**src/include/eimc_pkg.sv**
```systemverilog
// package for the external interrupt mode and mask control block
package eimc_pkg;
    // ---------------------------------------------------------------
    // register byte addresses
    // ---------------------------------------------------------------
    localparam logic [4:0] EIMC_CTRL_OFS = 5'h00;
    localparam logic [4:0] EIMC_STS_OFS = 5'h04;
    localparam logic [4:0] EIMC_MSK_OFS = 5'h08;
    // ---------------------------------------------------------------
    // control field positions and reset values
    // ---------------------------------------------------------------
    localparam int EIMC_MAI_BIT = 15;
    localparam int EIMC_LVL_BIT = 14;
    localparam int EIMC_BLO_BIT = 13;
    localparam int EIMC_RSVD_BIT = 12;
    localparam int EIMC_SNS_HI = 11;
    localparam int EIMC_SNS_LO = 10;
    localparam logic EIMC_MAI_RST = 1'b0;
    localparam logic EIMC_LVL_RST = 1'b1;
    localparam logic EIMC_BLO_RST = 1'b0;
    localparam logic [1:0] EIMC_SNS_RST = 2'b00;
    localparam logic [5:0] EIMC_EV_RST = 6'h00;
    localparam logic [5:0] EIMC_PIN_RST = 6'h3f;
    // event and status bit positions: nmi, lower pins, line 5
    localparam int EIMC_EV_NMI = 0;
    localparam int EIMC_EV_LOW = 1;
    localparam int EIMC_EV_L5 = 5;
    localparam int EIMC_NEV = 6;
    // ---------------------------------------------------------------
    // line 5 sense modes and bus answers
    // ---------------------------------------------------------------
    typedef enum logic [1:0] {
        EIMC_SNS_FALL = 2'b00,
        EIMC_SNS_RISE = 2'b01,
        EIMC_SNS_LOW = 2'b10,
        EIMC_SNS_LOW2 = 2'b11
    } eimc_sense_t;
    localparam logic [1:0] EIMC_RESP_OK = 2'b00;
    localparam logic [1:0] EIMC_RESP_ERR = 2'b10;
    // ---------------------------------------------------------------
    // carriers
    // ---------------------------------------------------------------
    typedef struct packed {
        logic nmi;
        logic [3:0] lower;
        logic line5;
    } eimc_pins_t;
    typedef struct packed {
        logic mask_all_on_nmi_low;
        logic lvl;
        logic blo;
        eimc_sense_t sense5;
        logic [5:0] sts;
        logic [5:0] msk;
        logic [5:0] pend;
        logic [5:0] prev;
        logic [3:0] enc;
        logic aw_got;
        logic w_got;
        logic [4:0] waddr;
        logic [31:0] wdata;
        logic [3:0] wstrb;
        logic bvalid;
        logic [1:0] bresp;
        logic rvalid;
        logic [1:0] rresp;
        logic [31:0] rdata;
    } eimc_state_t;
endpackage

```
**src/eimc_top.sv**
```systemverilog
// external request mode select, nmi-low masking and line 5 sense control
`timescale 1ns/1ps
module eimc_top
    import eimc_pkg::*;
(
    input wire logic core_clk_i,
    input wire logic srst_i,
    input wire logic [4:0] s_axi_awaddr,
    input wire logic s_axi_awvalid,
    output logic s_axi_awready,
    input wire logic [31:0] s_axi_wdata,
    input wire logic [3:0] s_axi_wstrb,
    input wire logic s_axi_wvalid,
    output logic s_axi_wready,
    output logic [1:0] s_axi_bresp,
    output logic s_axi_bvalid,
    input wire logic s_axi_bready,
    input wire logic [4:0] s_axi_araddr,
    input wire logic s_axi_arvalid,
    output logic s_axi_arready,
    output logic [31:0] s_axi_rdata,
    output logic [1:0] s_axi_rresp,
    output logic s_axi_rvalid,
    input wire logic s_axi_rready,
    input wire logic nmi_pin_i,
    input wire logic [3:0] lower_request_pins_i,
    input wire logic line5_pin_i,
    input wire logic cpu_block_bit_i,
    input wire logic [5:0] req_ack_i,
    output logic nmi_req_o,
    output logic [3:0] lower_req_o,
    output logic [3:0] encoded_request_lines_o,
    output logic line5_req_o,
    output logic irq_o
);
    // ---------------------------------------------------------------
    // pin events
    // ---------------------------------------------------------------
    eimc_state_t q;
    eimc_state_t next_q;
    eimc_pins_t pins;
    logic [5:0] pv;
    logic [5:0] ev;
    logic block_all;
    logic [15:0] ctrl_rd;
    logic aw_hs;
    logic w_hs;
    logic do_wr;
    logic [5:0] w1c;

    assign pins = '{nmi: nmi_pin_i, lower: lower_request_pins_i, line5: line5_pin_i};
    assign pv = {pins.line5, pins.lower, pins.nmi};
    assign block_all = q.mask_all_on_nmi_low && !nmi_pin_i;

    genvar gi;
    generate
        for (gi = 0; gi < EIMC_NEV; gi++) begin : g_ev
            if (gi == EIMC_EV_L5) begin : g_l5
                always_comb begin
                    case (q.sense5)
                        EIMC_SNS_FALL: ev[gi] = q.prev[gi] && !pv[gi];
                        EIMC_SNS_RISE: ev[gi] = !q.prev[gi] && pv[gi];
                        default: ev[gi] = !pv[gi];
                    endcase
                end
            end else if (gi == EIMC_EV_NMI) begin : g_nmi
                assign ev[gi] = q.prev[gi] && !pv[gi];
            end else begin : g_low
                // encoded mode: the pins carry a level word, not edges
                assign ev[gi] = !q.lvl && q.prev[gi] && !pv[gi];
            end
        end
    endgenerate

    // ---------------------------------------------------------------
    // bus handshakes
    // ---------------------------------------------------------------
    assign s_axi_awready = !q.aw_got && !q.bvalid;
    assign s_axi_wready = !q.w_got && !q.bvalid;
    assign s_axi_arready = !q.rvalid;
    assign aw_hs = s_axi_awvalid && s_axi_awready;
    assign w_hs = s_axi_wvalid && s_axi_wready;
    assign do_wr = q.aw_got && q.w_got && !q.bvalid;
    assign w1c = (do_wr && q.waddr == EIMC_STS_OFS && q.wstrb[0]) ? q.wdata[5:0] : 6'h00;

    always_comb begin
        ctrl_rd = 16'h0000;
        ctrl_rd[EIMC_MAI_BIT] = q.mask_all_on_nmi_low;
        ctrl_rd[EIMC_LVL_BIT] = q.lvl;
        ctrl_rd[EIMC_BLO_BIT] = q.blo;
        ctrl_rd[EIMC_RSVD_BIT] = 1'b0;
        ctrl_rd[EIMC_SNS_HI:EIMC_SNS_LO] = q.sense5;
    end

    // ---------------------------------------------------------------
    // next state
    // ---------------------------------------------------------------
    always_comb begin
        next_q = q;
        next_q.prev = pv;
        // a new event beats a same-cycle acknowledge or clear
        next_q.pend = (q.pend & ~req_ack_i) | ev;
        if (q.lvl) begin
            next_q.pend[4:1] = 4'h0;
        end
        next_q.sts = (q.sts & ~w1c) | ev;
        next_q.enc = (q.lvl && !block_all) ? ~pins.lower : 4'h0;
        if (aw_hs) begin
            next_q.aw_got = 1'b1;
            next_q.waddr = s_axi_awaddr;
        end
        if (w_hs) begin
            next_q.w_got = 1'b1;
            next_q.wdata = s_axi_wdata;
            next_q.wstrb = s_axi_wstrb;
        end
        if (do_wr) begin
            next_q.aw_got = 1'b0;
            next_q.w_got = 1'b0;
            next_q.bvalid = 1'b1;
            next_q.bresp = EIMC_RESP_OK;
            case (q.waddr)
                EIMC_CTRL_OFS: begin
                    if (q.wstrb[1]) begin
                        next_q.mask_all_on_nmi_low = q.wdata[EIMC_MAI_BIT];
                        next_q.lvl = q.wdata[EIMC_LVL_BIT];
                        next_q.blo = q.wdata[EIMC_BLO_BIT];
                        next_q.sense5 = eimc_sense_t'(q.wdata[EIMC_SNS_HI:EIMC_SNS_LO]);
                    end
                end
                EIMC_STS_OFS: begin
                end
                EIMC_MSK_OFS: begin
                    if (q.wstrb[0]) begin
                        next_q.msk = q.wdata[5:0];
                    end
                end
                default: next_q.bresp = EIMC_RESP_ERR;
            endcase
        end
        if (q.bvalid && s_axi_bready) begin
            next_q.bvalid = 1'b0;
        end
        if (q.rvalid && s_axi_rready) begin
            next_q.rvalid = 1'b0;
        end
        if (s_axi_arvalid && s_axi_arready) begin
            next_q.rvalid = 1'b1;
            next_q.rresp = EIMC_RESP_OK;
            case (s_axi_araddr)
                EIMC_CTRL_OFS: next_q.rdata = {16'h0000, ctrl_rd};
                EIMC_STS_OFS: next_q.rdata = {26'h000_0000, q.sts};
                EIMC_MSK_OFS: next_q.rdata = {26'h000_0000, q.msk};
                default: begin
                    next_q.rdata = 32'h0000_0000;
                    next_q.rresp = EIMC_RESP_ERR;
                end
            endcase
        end
        if (srst_i) begin
            next_q = '0;
            next_q.mask_all_on_nmi_low = EIMC_MAI_RST;
            next_q.lvl = EIMC_LVL_RST;
            next_q.blo = EIMC_BLO_RST;
            next_q.sense5 = eimc_sense_t'(EIMC_SNS_RST);
            next_q.pend = EIMC_EV_RST;
            next_q.prev = EIMC_PIN_RST;
        end
    end

    always_ff @(posedge core_clk_i) begin
        q <= next_q;
    end

    // ---------------------------------------------------------------
    // outputs
    // ---------------------------------------------------------------
    assign s_axi_bvalid = q.bvalid;
    assign s_axi_bresp = q.bresp;
    assign s_axi_rvalid = q.rvalid;
    assign s_axi_rresp = q.rresp;
    assign s_axi_rdata = q.rdata;
    // nmi honours the cpu block bit unless the override is set
    assign nmi_req_o = q.pend[EIMC_EV_NMI] && !block_all
        && (q.blo || !cpu_block_bit_i);
    assign lower_req_o = (q.lvl || block_all) ? 4'h0 : q.pend[4:1];
    assign encoded_request_lines_o = q.enc;
    assign line5_req_o = q.pend[EIMC_EV_L5] && !block_all;
    assign irq_o = |(q.sts & q.msk) && !block_all;
endmodule // eimc_top

```
**config.mk**
```make
export PLATFORM = sky130hd
export DESIGN_NAME = eimc_top
export DESIGN_NICKNAME = d
export VERILOG_FILES = /design/src/include/eimc_pkg.sv /design/src/eimc_top.sv
export SDC_FILE = /design/constraint.sdc
export NUM_CORES = 1
export LEC_CHECK = 0
export BUFFER_PORTS_ARGS = -buffer_cell sky130_fd_sc_hd__buf_2
export CAP_MARGIN = 20
export CORE_UTILIZATION = 46
export CTS_BUF_LIST = sky130_fd_sc_hd__clkbuf_4
export CTS_CLUSTER_SIZE = 20
export DETAILED_ROUTE_END_ITERATION = 12
export PLACE_DENSITY = 0.79
export SETUP_SLACK_MARGIN = 0.02
export SLEW_MARGIN = 15
export SYNTH_ARGS = -nofsm -noshare
export SYNTH_HDL_FRONTEND = slang
export SYNTH_SLANG_ARGS = --single-unit
```
**constraint.sdc**
```tcl
create_clock -name core_clk_i -period 1.42 [get_ports core_clk_i]
set_input_delay 0 -clock core_clk_i [delete_from_list [all_inputs] [get_ports core_clk_i]]
set_output_delay 0 -clock core_clk_i [all_outputs]
set_load 0.02 [all_outputs]
```
==> results of run 1 <==
==> area by class of cell <==
class	instances	area (um^2)	area share, %
Multi-Input combinational cell	242	1488	36.77
Sequential cell	68	1368	33.80
Timing Repair Buffer	125	872.1	21.55
Clock inverter	6	136.4	3.370
Tap cell	77	96.34	2.381
Clock buffer	10	75.07	1.855
Inverter	3	11.26	0.2783
==> kinds of logic (layout without fill, tap and decap cells) <==
logic type             Yosys count  after routing
AOI/OAI and AO/OA               61             61
DFF                             68             68
and+or+nand+nor                147            147
buffers and inverters           61            144
muxes                           11             11
other                            1             23
==> cell usage in the layout (no fill, tap or decap), types with 6 or more instances in the layout <==
master         netlist  layout
buf_4               40      20
a21oi_1             28      28
a311oi_1             7       6
nor2b_1              8       7
dfxtp_1             68      63
nand2b_1            28      28
or2_2                7       7
clkbuf_4             0      10
buf_2                1      68
nand3_1              6       6
nand4b_1             7       7
nand2_1             28      28
a211oi_1             6       6
mux2i_1             11      11
conb_1               1      23
nor3b_1              7       7
nor2_1              32      31
dlygate4sd3_1        0      35
==> path summary, 6_finish.rpt <==
check	slack, ns	to	from
min	0.02	s_axi_rvalid$_SDFFE_PP0P_	s_axi_arvalid
max	-0.04	q[97]$_SDFFE_PP0P_	q[78]$_SDFFE_PP0P_
max reg2reg	-0.04	q[97]$_SDFFE_PP0P_	q[78]$_SDFFE_PP0P_
min reg2reg	0.47	q[92]$_SDFF_PP0_	q[86]$_SDFF_PP1_
==> routing by layer <==
layer / up-vias / track usage [%]
met5: - / 0
met4: 0 / 8.621
met3: 12 / 5.638
met2: 82 / 36.89
met1: 1243 / 24.80
li1: 1340 / -
==> report_power, final <==
part	internal (mW)	switching, mW
Combinational	0.283	0.335
Clock	1.09	0.692
Sequential	1.99	0.0642
Total	3.37	1.09
==> timing repair <==
action / in CTS / in global routing
buffers inserted: 1 / 0
endpoints found under the hold margin: 52 / 0
pin swaps: 1 / 1
hold buffers: 35 / 0
gates resized for setup: 9 / 11
setup endpoints to repair: 21 / 25
==> registers in the layout, summed over array words and instances, names as in the netlist <==
register and flops:
s_axi_rresp 1, encoded_request_lines_o 4, ctrl_rd 5, s_axi_rdata 11
q 44, s_axi_bresp 1, s_axi_rvalid 1, s_axi_bvalid 1
==> worst max-delay path, delay by kind of cell (launching register included) <==
kind | cells | cell delay [ns]
multiplexers | 1 | 0.19
flip-flops | 1 | 0.34
buffers and inverters | 1 | 0.17
AND/OR/NAND/NOR | 2 | 0.68
==> stage by stage <==
stage	total power, mW	hold WS, ns	setup WS, ns
2_1_floorplan	2.521	0.07238	-0.1407
3_3_place_gp	2.612	0.1999	-0.03732
3_5_place_dp	2.629	0.2018	-0.09021
4_1_cts	4.474	0.01133	-0.05053
5_1_grt	4.663	0.04727	-0.1258
6_report	4.459	0.02365	-0.04010
==> reports/results.tsv, run 1 <==
metric	value	unit
synthMuxAreaShare	3.558	%
hold_viol_final	0	
start_kind	flip-flop	
clock_path_buffers	2	
synthTopCellsByCount	dfxtp_1 (68), buf_4 (40), nor2_1 (32)	
slowest_stage	or3_4	
nets	515	
dp.cells	479	
syn_area_per_cell	8.866	um^2
grt_overflow_total	0	
finalCriticalPeriod	1.460	ns
ys_ff_latch	68	
min_path_type	in2reg	
syn_area	3094	um^2
grt_pass1_wl	11940	um
hpwlAfterDp	4719	um
finalWirelength	6996	um
dpl_cell_area	3401	um^2
first_pass_iters	8	
setup-violations-final	6	
grt_start_max_net_pins	51	
cts_buffers	9	
instances_no_fill	531	
cap_violations	0	
synth_seq_area_share	44.00	%
fp.dieW	84.02	um
cp-end-kind	flip-flop	
max_freq	684.9	MHz
fillers	547	
synthSimpleGateAreaFrac	27.09	%
rr_worst_depth	4	
ir_drop	0.0005701	V
outcome	finished, violations left	
whs_path_depth	3	
wl_per_cell	13.18	um
viasPerCell	5.041	
critPathKind	reg2reg	
io_pins	118	
leakagePower	1.678	nW
track_usage	21.27	%
synth_edf_count	0	
routed-wl-met2	3491	um
rows	29	
synth_cell_types	38	
tns	-0.1475	ns
synth-xor-area-share	0	%
dr.max_layer_used	met4	
cp_max_fo	6	
cts_tree	yes	
cp_slowest_stage_delay	0.41	ns
dr_wl_met3	331	um
synth_cells	349	
critPathRequiredTime	1.76	ns
final_core_util	63.00	%
rsz0062_at_grt	true	
portBuffers	71	
wl_met1	3058	um
area_growth	30.77	%
skew	0.01455	ns
yosysWarnings	0	
synthFlopType	dfxtp_1	
path_clk_slew	0.12	ns
synth_top_area_cell	dfxtp_1	
ant_nets	0	
clkLatencyLatePin	0.41	ns
gp_congestion	0.8304	
stdcell_area	4046	um^2
cts_root_buffer	clkbuf_4	
h-tree-depth	3	
num_antenna_cells	0	
initial_core_util	48.18	%
clkSinkCount	68	
violations	design-rule violations, negative setup slack	
p_per_area	1102	nW/um^2
synth_top_cell_area_share	44.00	%
die-area	7059	um^2
dr.first_iter.drc_count	135	
drive_gt1_share	28.85	%
fp.coreArea	6422	um^2
grt_pass1_vias	2654	
slew_viol_final	0	
synth_compound_area_share	12.70	%
vias	2677	
fin_crit_sh	102.8	%
worst_slack	-0.04010	ns
drcViolationCount	12	
yosysMostFrequentCell	dfxtp_1	
arrival	1.80	ns
antenna_found_initial	0	
path_cells	or3_4, nor4_4, buf_6, mux2i_1	
die_y	84.02	um
synth_fa_ha_area_share	0	%
synth.area.top_cells	dfxtp_1 (44%), buf_4 (9.7%), nand2b_1 (5.7%)	
synthArstFlopShare	0	%
synth_top_family_by_area	simple AND/OR/NAND/NOR gates	
(Power assumes the default switching activity.)
==> inputs of run 2 (changes only) <==
- GPL_TIMING_DRIVEN: unset -> 0
- REMOVE_ABC_BUFFERS: unset -> 1
==> run 2 against run 1 <==
- the flow finishes with violations (design-rule violations, negative hold slack)
- die area unchanged
- count of clock-buffer cells in the layout rose by 1
- non-clock buffer count fell by 9
- via count is 1.5% higher
- final area fell by 2.0%
- critical path type unchanged
==> reports/results.tsv, run 2 (same netlist as run 1, synthesis figures left out) <==
metric	value	unit	change
clkPwrFrac	30.6	%	-9.4 points
num_antenna_cells	0		unchanged
critPathRequiredTime	1.65	ns	-0.11 ns
arrival	1.64	ns	-0.16 ns
h-tree-depth	3		unchanged
io_pins	118		unchanged
initial_core_util	48.18	%	unchanged
layout_common_cells	buf_2 (68), dfxtp_1 (60), dlygate4sd3_1 (35)		
combPwrFrac	15.9	%	+2.0 points
slowest_stage	or3_4		
portBuffers	71		unchanged
skew	0.01218	ns	-0.002371 ns
worst-path-buf-inv	1		unchanged
seq_power_share	53.5	%	+7.4 points
grt_pass1_wl	11000	um	-7.9%
cp_slowest_stage_delay	0.46	ns	+0.05 ns
worst_slack	0.004312	ns	+0.04441 ns
hold_viol_final	4		+4
track_usage	19.86	%	-1.4 points
dr.first_iter.drc_count	172		+27%
relSlewSlack	26.02	%	
setup-violations-final	0		-6
cp_top_family	simple AND/OR/NAND/NOR gates		
cp-end-kind	flip-flop		
dp.cells	462		-3.5%
vias	2716		+1.5%
slew_viol_final	0		unchanged
drive_gt1_share	28.83	%	about the same
fp.coreArea	6422	um^2	unchanged
pre_cts_slack	-0.3741	ns	-0.2839 ns
rows	29		unchanged
nets	506		-1.7%
fillers	514		-6.0%
max_freq	706.4	MHz	+3.1%
met2_usage	35.10	%	-1.8 points
path_cells	or3_4, nor4_4, buf_4, a211oi_1		
hpwlAfterDp	4458	um	-5.5%
clock_path_buffers	2		unchanged
grt.busiest_layer	met2		
antenna_found_initial	0		unchanged
outcome	finished, violations left		
grt_start_max_net_pins	69		+35%
leakagePower	1.616	nW	-3.7%
gp_congestion	0.7816		-5.9%
grtUsageMet1	22.59	%	-2.2 points
grt_pass1_vias	2456		-7.5%
clkLatencyLatePin	0.39	ns	-0.02 ns
total_power	3.858	mW	-13%
internal_power	2.816	mW	-16%
rr_worst_depth	4		unchanged
min_path_type	in2reg		
ir_drop	0.0008538	V	+50%
violations	design-rule violations, negative hold slack		
rsz0062_at_grt	true		
clkSinkCount	68		unchanged
cp.depth	4		unchanged
largest_reg_flops	44		unchanged
p_per_area	973.4	nW/um^2	-12%
cts_tree	yes		
wl_per_cell	13.69	um	+3.9%
switchingPower	1.043	mW	-4.5%
layout_commonest_cell	buf_2		
holdWs	-0.03076	ns	-0.05441 ns
cp_max_fo	8		+2
critPathKind	reg2reg		
grt_overflow_total	0		unchanged
cts_root_buffer	clkbuf_4		
die_y	84.02	um	unchanged
first_pass_iters	8		unchanged
finalWirelength	7134	um	+2.0%
final_core_util	61.72	%	-1.3 points
viasPerCell	5.213		+3.4%
cap_violations	0		unchanged
fin_crit_sh	99.70	%	-3.1 points
fp.dieW	84.02	um	unchanged
grt_util_met3	6.627	%	+0.99 points
start_kind	flip-flop		
die-area	7059	um^2	unchanged
drcViolationCount	16		+4
regMostFlops	q		
path_clk_slew	0.10	ns	-0.02 ns
switching_share	27.03	%	+2.5 points
whs_path_depth	4		+1
area_growth	28.10	%	
hold_buffers	35		unchanged
finalCriticalPeriod	1.416	ns	-0.04441 ns
worst_pin_slew	1.110	ns	
ant_nets	0		unchanged
instances_no_fill	521		-1.9%
cts_buffers	9		unchanged
==> run 2: cell types whose count changed in the layout (fill, tap and decap cells not counted), moves of 3 or more <==
| cell | change |
|---|---|
| buf_4 | -13 |
| and2_1 | -3 |
| and2_4 | +3 |
| buf_6 | +3 |
| bufinv_16 | -3 |
| clkinv_1 | +3 |
| dfxtp_1 | -3 |
==> run 2: worst reg2reg max path: cells and delay by family (launching register included) <==
kind / cells / cell delay (ns)
AND/OR/NAND/NOR: 2 / 0.65
flip-flops: 1 / 0.34
buffers and inverters: 1 / 0.19
AO/OA/AOI/OAI: 1 / 0.07
==> run 2: worst paths after layout <==
| kind | startpoint | end | slack, ns |
|---|---|---|---|
| max | q[75]$_SDFFE_PP0P_ | q[106]$_SDFF_PP0_ | 0.004 |
| min reg2reg | q[56]$_SDFFE_PP0P_ | q[56]$_SDFFE_PP0P_ | 0.46 |
| min | s_axi_araddr[1] | s_axi_rdata[2]$_SDFFE_PP0P_ | -0.03 |
| max reg2reg | q[75]$_SDFFE_PP0P_ | q[106]$_SDFF_PP0_ | 0.004 |
==> run 2: layer usage <==
| metal | vias to the layer above | routed length, um |
|---|---|---|
| li1 | 1324 | - |
| met1 | 1274 | 3010 |
| met2 | 108 | 3667 |
| met3 | 10 | 360 |
| met4 | 0 | 95 |
| met5 | - | 0 |
==> run 2: area by class of cell <==
cell class / instances / area [um^2] / share of cell area, %
Multi-Input combinational cell: 242 / 1528 / 38.54
Clock inverter: 4 / 41.29 / 1.042
Tap cell: 77 / 96.34 / 2.431
Clock buffer: 11 / 82.58 / 2.083
Sequential cell: 68 / 1376 / 34.72
Inverter: 3 / 11.26 / 0.2841
Timing Repair Buffer: 116 / 828.3 / 20.90
==> run 2: power groups by stage <==
stage	logic [mW]	registers, mW	clock network [mW]
after global placement	0.468	2.09	0
final	0.615	2.06	1.18
after global routing	0.662	2.08	1.30
after CTS	0.579	2.06	1.22
after detailed placement	0.481	2.10	0
after floorplan	0.276	2.12	0
==> run 2: repair_timing <==
action                                  CTS  global route
endpoints found under the setup margin   46            36
pin swaps                                 3             3
setup buffers                             6             3
gates resized for setup                  12            26
endpoints found under the hold margin    48             5
==> run 2: through the flow <==
step / TNS [ns] / cell area (um^2)
2_1_floorplan: -2.857 / 2800
3_3_place_gp: -15.87 / 3252
3_5_place_dp: -4.715 / 3268
4_1_cts: 0 / 3839
5_1_grt: -0.5035 / 3964
6_report: 0 / 3964
==> inputs of run 3 (changes only) <==
- CORE_UTILIZATION: 46 -> 51
- PLACE_DENSITY: 0.79 -> 0.83
- clock period: 1.42 -> 1.5 ns (I/O delays scaled with it)
==> run 3 against run 2 <==
- the flow finishes with violations (negative hold slack)
- core utilization increased by 4.8 points
- critical path depth stayed put
- via count about the same
- global-route usage is 3.6 points higher
- setup slack gained 0.084 ns
- sequential cell count stayed put
- clock power grew 9%
- sequential power fell by 5%
- count of clock-buffer cells in the layout is 2 lower
- first-iteration DRC count down 35%
- worst hold slack got worse by 0.014 ns
- combinational power fell by 8.5%
- critical path type is now reg2out
- largest cell class unchanged
- largest power group unchanged
==> reports/results.tsv, run 3 (same netlist as run 1, synthesis figures left out) <==
metric	value	unit	change
outcome	finished, violations left		
violations	negative hold slack		
ant_nets	0		unchanged
clock_path_buffers	2		unchanged
finalWirelength	7108	um	-0.36%
antenna_found_initial	0		unchanged
cts_root_buffer	clkbuf_4		
track_usage	23.44	%	+3.6 points
clkLatencyLatePin	0.42	ns	+0.03 ns
fp.dieW	79.89	um	-4.9%
rr_endpoint	ctrl_rd[15]$_SDFFE_PP0P_		
tns	0	ns	unchanged
max_freq	708.4	MHz	
switchingPower	1.026	mW	-1.7%
rows	28		-3.4%
regMostFlops	q		
worst_slack	0.08837	ns	+0.08406 ns
worstReg2RegStart	q[74]$_SDFFE_PP0P_		
cap_violations	0		unchanged
hp-start	s_axi_araddr[3]		
h-tree-depth	3		unchanged
first_pass_iters	5		-3
worst_pin_slew	1.069	ns	-0.04043 ns
stdcell_area	3918	um^2	-1.2%
hold_viol_final	5		+1
grt_overflow_total	0		unchanged
grt_pass1_vias	2512		+2.3%
arrival	1.41	ns	-0.23 ns
drcViolationCount	0		-16
critPathKind	reg2out		
dr.first_iter.drc_count	112		-35%
finalCriticalPeriod	1.412	ns	
largest_reg_flops	44		unchanged
holdWs	-0.04437	ns	-0.01361 ns
cp-end-kind	primary output		
p_per_area	972.4	nW/um^2	-0.10%
clkSinkCount	68		unchanged
crit_start	ctrl_rd[15]$_SDFFE_PP0P_		
ir_drop	0.0005668	V	-34%
num_antenna_cells	0		unchanged
grt_pass1_wl	11240	um	+2.2%
die-area	6382	um^2	-9.6%
internal_power	2.784	mW	-1.1%
gp_congestion	0.8251		+5.6%
wl_per_cell	13.72	um	+0.21%
dpl_cell_area	3266	um^2	about the same
cts_tree	yes		
rrSetupSlack	0.09	ns	+0.08 ns
fin_crit_sh	94.11	%	
whs_path_depth	4		unchanged
fp.coreArea	5886	um^2	-8.4%
seq_power_share	51.3	%	-2.2 points
area_growth	26.61	%	
start_kind	flip-flop		
cp_max_fo	4		-4
min_path_type	in2reg		
viasPerCell	5.245		+0.62%
vias	2717		+0.037%
fillers	461		-10%
pre_cts_slack	-0.2529	ns	+0.1213 ns
layout_commonest_cell	buf_2		
hold_buffers	37		+5.7%
clkPwrFrac	33.9	%	+3.3 points
hpwlAfterDp	4312	um	-3.3%
slew_viol_final	0		unchanged
switching_share	26.92	%	-0.11 points
nets	504		-0.40%
path_clk_slew	0.11	ns	about the same
grt_start_max_net_pins	69		unchanged
critPathRequiredTime	1.50	ns	-0.15 ns
die_y	79.89	um	-4.9%
relSlewSlack	28.72	%	+2.7 points
rr_worst_depth	3		-1
rsz0062_at_grt	true		
initial_core_util	52.57	%	+4.4 points
layout_common_cells	buf_2 (71), dfxtp_1 (62), dlygate4sd3_1 (37)		
combPwrFrac	14.8	%	-1.1 points
portBuffers	71		unchanged
drive_gt1_share	26.41	%	-2.4 points
hold_end	s_axi_rdata[0]$_SDFFE_PP0P_		
leakagePower	1.601	nW	-0.91%
io_pins	118		unchanged
setup-violations-final	0		unchanged
final_core_util	66.56	%	+4.8 points
skew	0.01618	ns	+0.003999 ns
cts_buffers	9		unchanged
run 3: cell count changes in the layout (fill, tap and decap cells not counted), sizes merged:
| cell | previous run | this run |
|---|---|---|
| buf | 81 | 76 |
| clkbuf | 11 | 9 |
| clkinv | 3 | 5 |
| bufinv | 1 | 2 |
| dlygate4sd3 | 35 | 37 |
| or3 | 1 | 2 |
run 3: final cells by class:
| cell class | count | area, um^2 | share of cell area [%] |
|---|---|---|---|
| timing repair buffer | 113 | 775.7 | 19.80 |
| clock buffer | 9 | 67.56 | 1.725 |
| clock inverter | 7 | 81.33 | 2.076 |
| multi-input combinational | 243 | 1514 | 38.65 |
| sequential | 68 | 1374 | 35.07 |
| inverter | 3 | 11.26 | 0.2874 |
| tap | 75 | 93.84 | 2.395 |
run 3: routing by layer:
metal	wire [um]	up-vias	GRT usage, %	part of all wire, %
met5	0	-	0	0
met4	169	0	11.07	2.4
met3	378	17	5.257	5.3
met2	3604	110	41.97	51
met1	2955	1257	26.10	42
li1	-	1333	-	-
run 3: timing repair:
item / in CTS / in global routing
hold endpoints to repair: 49 / 5
cloned: 0 / 1
pin swaps: 2 / 0
setup buffers: 3 / 1
resized for setup: 6 / 17
endpoints found under the setup margin: 28 / 42
run 3: worst max-delay path, cell delays in order (launching register included):
cell     delay, ns
dfxtp_4       0.39
nor2b_4       0.21
nor2_4        0.06
and2_1        0.18
buf_2         0.15
run 3: worst max-delay path by stage:
stage | end | slack [ns] | cells after the start
after floorplan | q[38]$_SDFFE_PP0P_ | -0.07 | 3
after global placement | q[38]$_SDFFE_PP0P_ | -0.53 | 3
after detailed placement | q[98]$_SDFFE_PP0P_ | -0.25 | 3
after CTS | s_axi_rdata[5]$_SDFFE_PP0P_ | 0.03 | 6
after global routing | q[97]$_SDFFE_PP0P_ | 0.003 | 4
final | lower_req_o[0] | 0.09 | 4
run 3: stage by stage:
stage,power (mW),instances
2_1_floorplan,2.264,313
3_5_place_dp,2.438,460
6_report,3.809,518
4_1_cts,3.795,516
3_3_place_gp,2.423,459
5_1_grt,3.973,518
run 3: power by group through the flow:
| stage | clock (mW) | sequential, mW | combinational [mW] |
|---|---|---|---|
| CTS | 1.31 | 1.95 | 0.541 |
| floorplan | 0 | 2.00 | 0.261 |
| finish | 1.29 | 1.95 | 0.563 |
| detailed placement | 0 | 1.99 | 0.452 |
| global placement | 0 | 1.98 | 0.442 |
| global route | 1.39 | 1.96 | 0.616 |
